$ cat config.mk
export PLATFORM = sky130hd
export DESIGN_NAME = sps_top
export DESIGN_NICKNAME = d
export VERILOG_FILES = /design/src/sps_pkg.sv /design/src/sps_chopper.sv /design/src/sps_top.sv
export SDC_FILE = /design/constraint.sdc
export NUM_CORES = 1
export LEC_CHECK = 0
export BUFFER_PORTS_ARGS = -buffer_cell sky130_fd_sc_hd__buf_4
export CAP_MARGIN = 20
export CORE_UTILIZATION = 35
export CTS_CLUSTER_SIZE = 16
export DETAILED_ROUTE_END_ITERATION = 7
export MAX_ROUTING_LAYER = met4
export REMOVE_ABC_BUFFERS = 1
export SETUP_SLACK_MARGIN = 0.15
export SYNTH_ARGS = -nofsm -noshare
export SYNTH_HDL_FRONTEND = slang
export SYNTH_HIERARCHICAL = 1
export SYNTH_SLANG_ARGS = --single-unit
$ cat constraint.sdc
create_clock -name CLK_SYS -period 7.3 [get_ports CLK_SYS]
set_input_delay 0.73 -clock CLK_SYS [delete_from_list [all_inputs] [get_ports CLK_SYS]]
set_output_delay 0.73 -clock CLK_SYS [all_outputs]
set_load 0.01 [all_outputs]
$ cat src/sps_pkg.sv
// shared constants, register map and carrier types of the stepper sequencer
`default_nettype none
package sps_pkg;
	// register byte addresses
	localparam logic [7:0] ADDR_CTRL   = 8'h00;
	localparam logic [7:0] ADDR_STATUS = 8'h04;
	localparam logic [7:0] ADDR_TOFF   = 8'h08;
	// control field positions
	localparam int CTRL_HALF  = 0;
	localparam int CTRL_CW    = 1;
	localparam int CTRL_SLOW  = 2;
	localparam int CTRL_EN    = 3;
	localparam int CTRL_RUN   = 4;
	localparam logic [4:0] CTRL_RESET = 5'h00;
	// timing
	localparam int CLK_HZ        = 10_000_000;
	localparam int TOFF_NS       = 20_000;
	localparam int TOFF_CYC      = (TOFF_NS * (CLK_HZ / 1_000_000) + 999) / 1000;
	localparam int TOFF_W        = 16;
	localparam logic [TOFF_W-1:0] TOFF_RESET = TOFF_CYC[TOFF_W-1:0];
	// phase state numbering: index 0 is state 1
	localparam logic [2:0] STATE_FIRST = 3'h0;
	localparam logic [2:0] STEP_HALF   = 3'h1;
	localparam logic [2:0] STEP_FULL   = 3'h2;
	// high and low side gate drives of one full bridge
	typedef struct packed {
		logic hs1;
		logic ls1;
		logic hs2;
		logic ls2;
	} sps_bridge_t;
	// winding demand from the phase table
	typedef struct packed {
		logic on;
		logic dir;
	} sps_wind_t;
	localparam sps_bridge_t BRIDGE_OFF = 4'h0;
endpackage
`default_nettype wire

$ cat src/sps_chopper.sv
// constant off-time chopper of one winding
`default_nettype none
module sps_chopper #(
	parameter int TW = sps_pkg::TOFF_W
) (
	// clock and reset
	input  wire logic                 clk,
	input  wire logic                 rst_n,
	// control
	input  wire logic                 enable,
	input  wire logic                 slow_decay,
	input  wire logic [TW-1:0]        toff_cycles,
	// demand and comparator
	input  wire sps_pkg::sps_wind_t   wind,
	input  wire logic                 trip,
	// bridge drive
	output var  sps_pkg::sps_bridge_t bridge,
	output var  logic                 in_off
);
	logic [TW-1:0]        cnt_r;
	logic [TW-1:0]        cnt_nxt;
	sps_pkg::sps_bridge_t drv_on;
	sps_pkg::sps_bridge_t drv_off;
	sps_pkg::sps_bridge_t drv_nxt;

	assign cnt_nxt = (cnt_r != '0) ? cnt_r - 1'b1 :
		(trip && wind.on) ? toff_cycles : cnt_r;

	// dir high: current from side 1 to side 2
	assign drv_on = !wind.on ? sps_pkg::BRIDGE_OFF :
		wind.dir ? sps_pkg::sps_bridge_t'(4'h9) : sps_pkg::sps_bridge_t'(4'h6);
	assign drv_off = slow_decay ? sps_pkg::sps_bridge_t'(4'hA) :
		wind.dir ? sps_pkg::sps_bridge_t'(4'h4) : sps_pkg::sps_bridge_t'(4'h1);
	assign drv_nxt = (!enable || !wind.on) ? sps_pkg::BRIDGE_OFF :
		(cnt_nxt != '0) ? drv_off : drv_on;

	always_ff @(posedge clk or negedge rst_n)
	begin
		if (!rst_n)
		begin
			cnt_r  <= '0;
			bridge <= sps_pkg::BRIDGE_OFF;
			in_off <= 1'b0;
		end
		else
		begin
			cnt_r  <= enable ? cnt_nxt : '0;
			bridge <= drv_nxt;
			in_off <= enable && (cnt_nxt != '0);
		end
	end
endmodule
`default_nettype wire

$ cat src/sps_top.sv
// stepper phase sequencer with per-winding choppers and AHB-Lite registers
`default_nettype none
module sps_top #(
	parameter int TW = sps_pkg::TOFF_W
) (
	// system
	input  wire logic                 CLK_SYS,
	input  wire logic                 RSTN,
	// AHB-Lite slave
	input  wire logic                 HSEL,
	input  wire logic [7:0]           HADDR,
	input  wire logic [1:0]           HTRANS,
	input  wire logic                 HWRITE,
	input  wire logic [2:0]           HSIZE,
	input  wire logic                 HREADY,
	input  wire logic [31:0]          HWDATA,
	output var  logic [31:0]          HRDATA,
	output var  logic                 HREADYOUT,
	output var  logic                 HRESP,
	// controller pins
	input  wire logic                 STEP_CLK,
	input  wire logic                 DIR_CW,
	input  wire logic                 HALF_SEL,
	input  wire logic                 DECAY_SLOW,
	input  wire logic                 SEQ_RESET_N,
	input  wire logic                 ENABLE,
	// analog comparators
	input  wire logic                 SENSE_TRIP_A,
	input  wire logic                 SENSE_TRIP_B,
	input  wire logic                 OVERCUR,
	// bridge drive
	output var  sps_pkg::sps_bridge_t BRIDGE_A,
	output var  sps_pkg::sps_bridge_t BRIDGE_B,
	// open-drain fault: drive low while OVERCUR is high
	output var  logic                 FAULT_O,
	output var  logic                 FAULT_OE,
	output var  logic [2:0]           PHASE_STATE
);
	////////////////////////////////////////////////////////////////////////////
	// pin synchronisers
	localparam int NP = 9;
	logic [NP-1:0] pin_raw;
	logic [NP-1:0] s1_r;
	logic [NP-1:0] s2_r;
	assign pin_raw = {OVERCUR, SENSE_TRIP_B, SENSE_TRIP_A, ENABLE, SEQ_RESET_N,
		DECAY_SLOW, HALF_SEL, DIR_CW, STEP_CLK};

	genvar gi;
	generate
		for (gi = 0; gi < NP; gi++)
		begin : g_sync
			always_ff @(posedge CLK_SYS or negedge RSTN)
			begin
				if (!RSTN)
				begin
					s1_r[gi] <= 1'b0;
					s2_r[gi] <= 1'b0;
				end
				else
				begin
					s1_r[gi] <= pin_raw[gi];
					s2_r[gi] <= s1_r[gi];
				end
			end
		end
	endgenerate

	logic stepclk_s;
	logic dircw_s;
	logic half_s;
	logic slow_s;
	logic sreset_n_s;
	logic en_s;
	logic trip_a_s;
	logic trip_b_s;
	logic ovc_s;
	assign {ovc_s, trip_b_s, trip_a_s, en_s, sreset_n_s, slow_s, half_s, dircw_s,
		stepclk_s} = s2_r;

	////////////////////////////////////////////////////////////////////////////
	// register file
	logic [4:0]    ctrl_r;
	logic [TW-1:0] toff_r;
	logic          ovc_flag_r;
	logic [7:0]    ap_addr_r;
	logic          ap_wr_r;
	logic          ap_rd_r;
	logic          ovc_clr;

	wire addr_phase = HSEL && HREADY && HTRANS[1];
	wire wr_ctrl    = ap_wr_r && (ap_addr_r == sps_pkg::ADDR_CTRL);
	wire wr_status  = ap_wr_r && (ap_addr_r == sps_pkg::ADDR_STATUS);
	wire wr_toff    = ap_wr_r && (ap_addr_r == sps_pkg::ADDR_TOFF);
	// software run bit gates the pin enable
	wire run_en     = ctrl_r[sps_pkg::CTRL_RUN];
	// pins and register bits are or-ed, so either side may select a mode
	wire half_mode  = half_s || ctrl_r[sps_pkg::CTRL_HALF];
	wire cw_mode    = dircw_s || ctrl_r[sps_pkg::CTRL_CW];
	wire slow_mode  = slow_s || ctrl_r[sps_pkg::CTRL_SLOW];
	wire drive_en   = en_s && run_en;
	assign ovc_clr  = wr_status && HWDATA[0];

	logic [2:0]  state_r;
	logic        off_a;
	logic        off_b;
	logic [31:0] rd_nxt;
	assign rd_nxt =
		(ap_addr_r == sps_pkg::ADDR_CTRL)   ? {27'h0000000, ctrl_r} :
		(ap_addr_r == sps_pkg::ADDR_STATUS) ? {24'h000000, off_b, off_a, state_r,
			en_s, FAULT_OE, ovc_flag_r} :
		(ap_addr_r == sps_pkg::ADDR_TOFF)   ? {{(32-TW){1'b0}}, toff_r} : 32'h00000000;

	always_ff @(posedge CLK_SYS or negedge RSTN)
	begin
		if (!RSTN)
		begin
			ap_addr_r <= 8'h00;
			ap_wr_r   <= 1'b0;
			ap_rd_r   <= 1'b0;
			ctrl_r    <= sps_pkg::CTRL_RESET;
			toff_r    <= sps_pkg::TOFF_RESET;
			HRDATA    <= 32'h00000000;
		end
		else
		begin
			ap_addr_r <= HADDR;
			ap_wr_r   <= addr_phase && HWRITE;
			ap_rd_r   <= addr_phase && !HWRITE;
			if (wr_ctrl)
				ctrl_r <= HWDATA[4:0];
			if (wr_toff)
				toff_r <= HWDATA[TW-1:0];
			if (addr_phase && !HWRITE)
				HRDATA <= (HADDR == ap_addr_r) ? rd_nxt : 32'h00000000;
			if (ap_rd_r)
				HRDATA <= rd_nxt;
		end
	end

	always_ff @(posedge CLK_SYS or negedge RSTN)
	begin
		if (!RSTN)
		begin
			HREADYOUT <= 1'b1;
			HRESP     <= 1'b0;
		end
		else
		begin
			HREADYOUT <= !(addr_phase && !HWRITE);
			HRESP     <= 1'b0;
		end
	end

	////////////////////////////////////////////////////////////////////////////
	// phase state machine
	logic step_d_r;
	wire  step_rise = stepclk_s && !step_d_r;
	wire [2:0] stride = half_mode ? sps_pkg::STEP_HALF : sps_pkg::STEP_FULL;
	wire [2:0] state_nxt = cw_mode ? state_r + stride : state_r - stride;

	always_ff @(posedge CLK_SYS or negedge RSTN)
	begin
		if (!RSTN)
		begin
			step_d_r <= 1'b0;
			state_r  <= sps_pkg::STATE_FIRST;
		end
		else
		begin
			step_d_r <= stepclk_s;
			if (!sreset_n_s)
				state_r <= sps_pkg::STATE_FIRST;
			else if (step_rise)
				state_r <= state_nxt;
		end
	end

	////////////////////////////////////////////////////////////////////////////
	// phase decode: index 0 (state 1) is both windings positive
	// decode drive patterns
	sps_pkg::sps_wind_t wa;
	sps_pkg::sps_wind_t wb;
	always_comb
	begin
		wa = '0;
		wb = '0;
		case (state_r)
			3'h0:
			begin
				wa = 2'h3;
				wb = 2'h3;
			end
			3'h1: wb = 2'h3;
			3'h2:
			begin
				wa = 2'h2;
				wb = 2'h3;
			end
			3'h3: wa = 2'h2;
			3'h4:
			begin
				wa = 2'h2;
				wb = 2'h2;
			end
			3'h5: wb = 2'h2;
			3'h6:
			begin
				wa = 2'h3;
				wb = 2'h2;
			end
			3'h7: wa = 2'h3;
			default:
			begin
				wa = '0;
				wb = '0;
			end
		endcase
	end

	////////////////////////////////////////////////////////////////////////////
	// choppers
	// independent per winding
	sps_chopper #(.TW(TW)) u_chop_a (
		.clk         (CLK_SYS),
		.rst_n       (RSTN),
		.enable      (drive_en),
		.slow_decay  (slow_mode),
		.toff_cycles (toff_r),
		.wind        (wa),
		.trip        (trip_a_s),
		.bridge      (BRIDGE_A),
		.in_off      (off_a)
	);
	sps_chopper #(.TW(TW)) u_chop_b (
		.clk         (CLK_SYS),
		.rst_n       (RSTN),
		.enable      (drive_en),
		.slow_decay  (slow_mode),
		.toff_cycles (toff_r),
		.wind        (wb),
		.trip        (trip_b_s),
		.bridge      (BRIDGE_B),
		.in_off      (off_b)
	);

	////////////////////////////////////////////////////////////////////////////
	// overcurrent fault; set wins over software clear
	always_ff @(posedge CLK_SYS or negedge RSTN)
	begin
		if (!RSTN)
		begin
			ovc_flag_r  <= 1'b0;
			FAULT_O     <= 1'b0;
			FAULT_OE    <= 1'b0;
			PHASE_STATE <= sps_pkg::STATE_FIRST;
		end
		else
		begin
			if (ovc_s)
				ovc_flag_r <= 1'b1;
			else if (ovc_clr)
				ovc_flag_r <= 1'b0;
			FAULT_O     <= 1'b0;
			FAULT_OE    <= ovc_s;
			PHASE_STATE <= state_r;
		end
	end
endmodule
`default_nettype wire

# ---- Word level (Yosys, flattened, before mapping)
# Index checks and enable logic that the tools add are counted.
# W data, S select, Z words.
dict set report op_classes {
  n_eq_ne 11
  n_addsub 4
  n_reduce_logical 37
  mux 32
}
# cell n
set ops {}
lappend ops {{$mux W16} 10}
lappend ops {{$mux W32} 2}
lappend ops {{$reduce_bool A16 Y1} 4}
lappend ops {{$mux W4} 10}
lappend ops {{$sub A16 B1 Y16 const B} 2}
lappend ops {{$mux W3} 5}
lappend ops {{$logic_and A1 B1 Y1} 14}
lappend ops {{$eq A3 B3 Y1 const B} 4}
lappend ops {{$reduce_or A3 Y1} 4}
lappend ops {{$eq A8 B3 Y1 const B} 1}
lappend ops {{$eq A8 B4 Y1 const B} 1}
lappend ops {{$eq A8 B8 Y1} 1}
lappend ops {{$logic_not A8 Y1} 1}
lappend ops {{$pmux W2 S2} 2}
lappend ops {{$eq A3 B2 Y1 const B} 2}
lappend ops {{$logic_not A1 Y1} 6}
lappend ops {{$logic_or A1 B1 Y1} 5}
lappend ops {{$reduce_bool A2 Y1} 2}
lappend ops {{$add A3 B2 Y3} 1}
lappend ops {{$eq A3 B1 Y1 const B} 1}
lappend ops {{$logic_not A3 Y1} 1}
lappend ops {{$sub A3 B2 Y3} 1}
lappend ops {{$mux W1} 2}
lappend ops {{$mux W2} 1}
lappend ops {{$ne A2 B1 Y1 const B} 1}
dict set report totals {
  in_bits 59
  output_inout_bits 47
  register_bits 133
  elab_cells 126
}

# ---- Longest topological paths before layout
dict set report logic_depth {
  ltp_word 9
  ltp_mapped 11
  depth_no_buf 10
}

# ---- Hierarchy
# Netlist, hierarchy kept.
# mod area_per_inst_um2 cells_per_inst n_inst seq_area_each_um2
set modules_own_cells {}
lappend modules_own_cells {sps_top 3080.5 235 1 1881.8}
lappend modules_own_cells {sps_chopper 1493.9 181 2 525.5}

# ---- Worst setup path after synthesis
# OpenSTA, ideal clock, no wires.
dict set report synth_path {
  kind {flip-flop to flip-flop}
  from {register u_chop_a.cnt_r[0]}
  to {register u_chop_a/bridge[1] (netlist name)}
  synth_period_minus_slack_ns 3.148
  path_stages_with_launch 12
  setup_ns 0.123
  slack_ns 4.152
  required_time_ns 7.177
  n_path_buf 1
  t_arrival_ns 3.025
  path_cell_list {dfrtp_1 -> inv_1 -> ha_1 -> clkbuf_1 -> or4b_2 -> o41ai_1 -> o31a_1 -> o21ai_0 -> or4_1 -> or3_4 -> o21ai_2 -> a21oi_1}
}
# element line
set synth_rtl {}
lappend synth_rtl {{start: declaration} sps_chopper.sv:20} ;# logic [TW-1:0] cnt_r;
lappend synth_rtl {{start signal: assignment} sps_chopper.sv:47} ;# cnt_r <= enable ? cnt_nxt : '0;
lappend synth_rtl {{end signal: assignment} sps_chopper.sv:42} ;# bridge <= sps_pkg::BRIDGE_OFF;
lappend synth_rtl {{end signal: assignment} sps_chopper.sv:48} ;# bridge <= drv_nxt;
lappend synth_rtl {{end: declaration} sps_chopper.sv:17} ;# output var sps_pkg::sps_bridge_t bridge,

==> impl_results.md <==
- Status: complete, no violations
- Die X: 134 µm
- Max Cap Viol: 0
- Std cell rows: 47
- Synthesized area per cell: 10.2 µm²
- Die height: 134 µm
- Post-synth EDFFs: 0
- Final setup fails: 0
- Setup Fix Bufs, Post-CTS: 0
- Worst R2R Setup Slack: 3.79 ns
- Minimum clock period: around 3.5 ns
- Clk_lat worst skew: 0.41 ns
- Commonest non-fill, non-tap cell in the layout: dfrtp_1
- Drt initial violations: 295
- Vias in the first global route: 4833
- Number of H-tree levels: 4
- Multi-input gate area: 0.00288 mm²
- Most frequent cells in the layout: 113 x dfrtp_1, 71 x buf_4, 54 x nand2_1
- Fin Setup TNS: 0 ns
- Slew margin rel.: 0.252
- Pins Over Slew Limit: 0
- Cells after Synth: 597
- ANT nets after route: 0
- Drt pass-1 iters: 5
- Yosys warns: 6
- Gr usage total: 0.196
- Layout cells sized above 1: 0.230
- Gate power share: 0.490
- Initial antenna violation count: 0
- Max Clock Freq: roughly 290 MHz
- Total CTS buffers: 17
- Pwr Density: 444 mW/mm²
- Clock Skews: roughly 0.0063 ns
- Mapped Area: 0.00607 mm²
- Root Driver: clkbuf_16
- Tightest Pin Transition: 1.11 ns
- Clk sinks: around 120
- FILL cells: 1602
- CTS Hold Buffers Added: 0
- I/O pins: 106
- CORE AREA: 0.0168 mm²
- Antenna diodes: 0
- Vias/cell: 5.57
- Unique masters post-synth: 68
- Final Hold Vio Count: 0
- Grt ovf: 0
- Tcrit/Tclk final: 0.480
- Non-filler cells, final: 891
- DRC: 0
- First-pass GRT wire length: 25800 µm
- Final WL: between 15000 and 20000 µm
- Placed insts: 859
- Critical Path AT: 3.83 ns
- Setup crit end kind: flip-flop
- Resize count post-CTS: 0
- RSZ-0062 raised after global routing: false
- GP Congestion: 0.881
- Wirelength per Cell: 18.3 µm
- Seq/Total Area, Yosys: 0.483
- Number of synthesized register bits: roughly 120
- Req. time, crit path: 7.62 ns
- Clock share of power: 0.241
- Hold WC Path Type: input port to async pin
- Initial Util: 0.362
- CTS clk-pin slew, worst paths: about 0.06 ns
- Switching Share: 0.438
- Pint: 1.80 mW
- Startpoint types: flip-flop
- Crit path max fanout: 9
- Max VDD drop: between 0.0002 and 0.00025 V
- Nets: 723
- FF+latch area: approximately 0.0029 mm²
- Leakage power: 3.17 nW
- Max Buffers Root-to-Sink: 2
- Reg power frac: 0.269
- Die area: 0.0179 mm²
- Area Growth Syn to Fin: 19.1%
- Largest net degree at the start of global routing: 80
- DR vias: about 5000
- Asr flop ratio synth: 1.00
- Sw power: 1.41 mW
- CTS tree: done
- Main synth FF type: dfrtp_1
- IO Port Bufs: 67
- Detailed placement HPWL: 11600 µm
- Crit path kind: flip-flop to flip-flop
-- stage by stage --
step | setup WS, ns | total power [mW] | cell area (µm²) | hold slack [ns] | util
2_1_floorplan | 3.94 | 1.97 | 5860 | 0.331 | -
3_3_place_gp | 3.92 | 2.39 | 6670 | 0.336 | 0.398
3_5_place_dp | 3.89 | 2.40 | 6670 | 0.335 | 0.398
4_1_cts | 3.88 | 3.18 | 7230 | 0.298 | 0.431
5_1_grt | 3.60 | 3.41 | 7230 | 0.318 | 0.431
6_report | 3.79 | 3.21 | 7230 | 0.274 | 0.431
-- area by class of cell --
cell class | instances | area share
well taps | 220 | 0.0381
flip-flops and latches | 117 | 0.406
clock inverters | 14 | 0.0163
inverters | 13 | 0.00675
multi-input cells | 438 | 0.398
repair buffers | 71 | 0.0738
clock buffers | 18 | 0.0608
-- state kept, by name (all words and copies together) (netlist names), 3 cells and up --
signal / cells
ap_addr_r: 8
u_chop_b/bridge: 4
toff_r: 16
s1_r: 9
HRDATA: 16
state_r: 3
ctrl_r: 5
u_chop_a/cnt_r: 16
u_chop_a/bridge: 4
u_chop_b/cnt_r: 16
PHASE_STATE: 3
-- kinds of logic (layout without fill, tap and decap cells) --
group / Yosys count / after routing / share of synthesized area
compound gates: 153 / 153 / 0.170
xor+xnor: 9 / 9 / 0.0130
fa+ha+maj: 6 / 6 / 0.0136
other cells: 1 / 18 / 0.000618
simple gates: 222 / 222 / 0.206
buf+inv: 59 / 116 / 0.0528
flops: 117 / 117 / 0.483
mux: 30 / 30 / 0.0600
-- critical path, stage by stage, from the launching register on --
cell and delay (ns):
dfrtp_1 0.48, inv_1 0.14, ha_1 0.36, or4b_2 0.62, o41ai_1 0.36, o31a_1 0.21
o21ai_0 0.07, or4_1 0.43, nor3_1 0.36, nand3b_1 0.16, a21oi_1 0.22
-- power by group through the flow --
stage                     sequential (mW)  clock (mW)  combinational, mW
after global routing                0.876       0.815               1.72
after detailed placement            0.867           0               1.53
after floorplan                     0.826           0               1.14
final                               0.862       0.774               1.57
after global placement              0.864           0               1.53
after CTS                           0.856       0.785               1.54
-- path summary, 6_finish.rpt --
kind                            cells after the start               from            endpoint
worst min-delay path                                1               RSTN        ap_addr_r[0]
max in group asynchronous                           2               RSTN      PHASE_STATE[2]
worst max register to register                     10  u_chop_a/cnt_r[0]  u_chop_a/bridge[2]
worst max-delay path                               10  u_chop_a/cnt_r[0]  u_chop_a/bridge[2]
min in group CLK_SYS                                0            s1_r[5]                en_s
worst min register to register                      0            s1_r[5]                en_s
-- synthesized netlist by cell type, types with 5 or more instances --
cell       number  area, µm²
or2_2           5       31.3
or3_1           8       50.1
mux2i_1         9       90.1
nor2b_1         9       56.3
buf_2           7       35.0
nand3_1        23        115
ha_1            5       62.6
inv_1          13       48.8
o2bb2ai_1       5       43.8
mux2_2         11        124
a31oi_1        14       87.6
and2_1         24        150
xor2_1          8       70.1
o21ai_0        33        165
nand4_1         9       56.3
nor4_1          6       37.5
o21a_1          5       37.5
nand2_1        54        203
a21oi_1        32        160
nand2b_1        5       31.3
nor2_1         22       82.6
clkbuf_1       18       67.6
or4_1          10       75.1
nor3_1         20        100
dfrtp_1       113       2830
buf_4          18        135
mux2_4         10        150
-- routing by layer --
metal,track usage,vias to the layer above,part of all wire
met5,-,-,0
met2,0.311,199,0.48
met4,0.0941,0,0.030
met1,0.243,2437,0.44
met3,0.0335,29,0.051
li1,-,2300,-
Power figures use the tool's default switching activity.
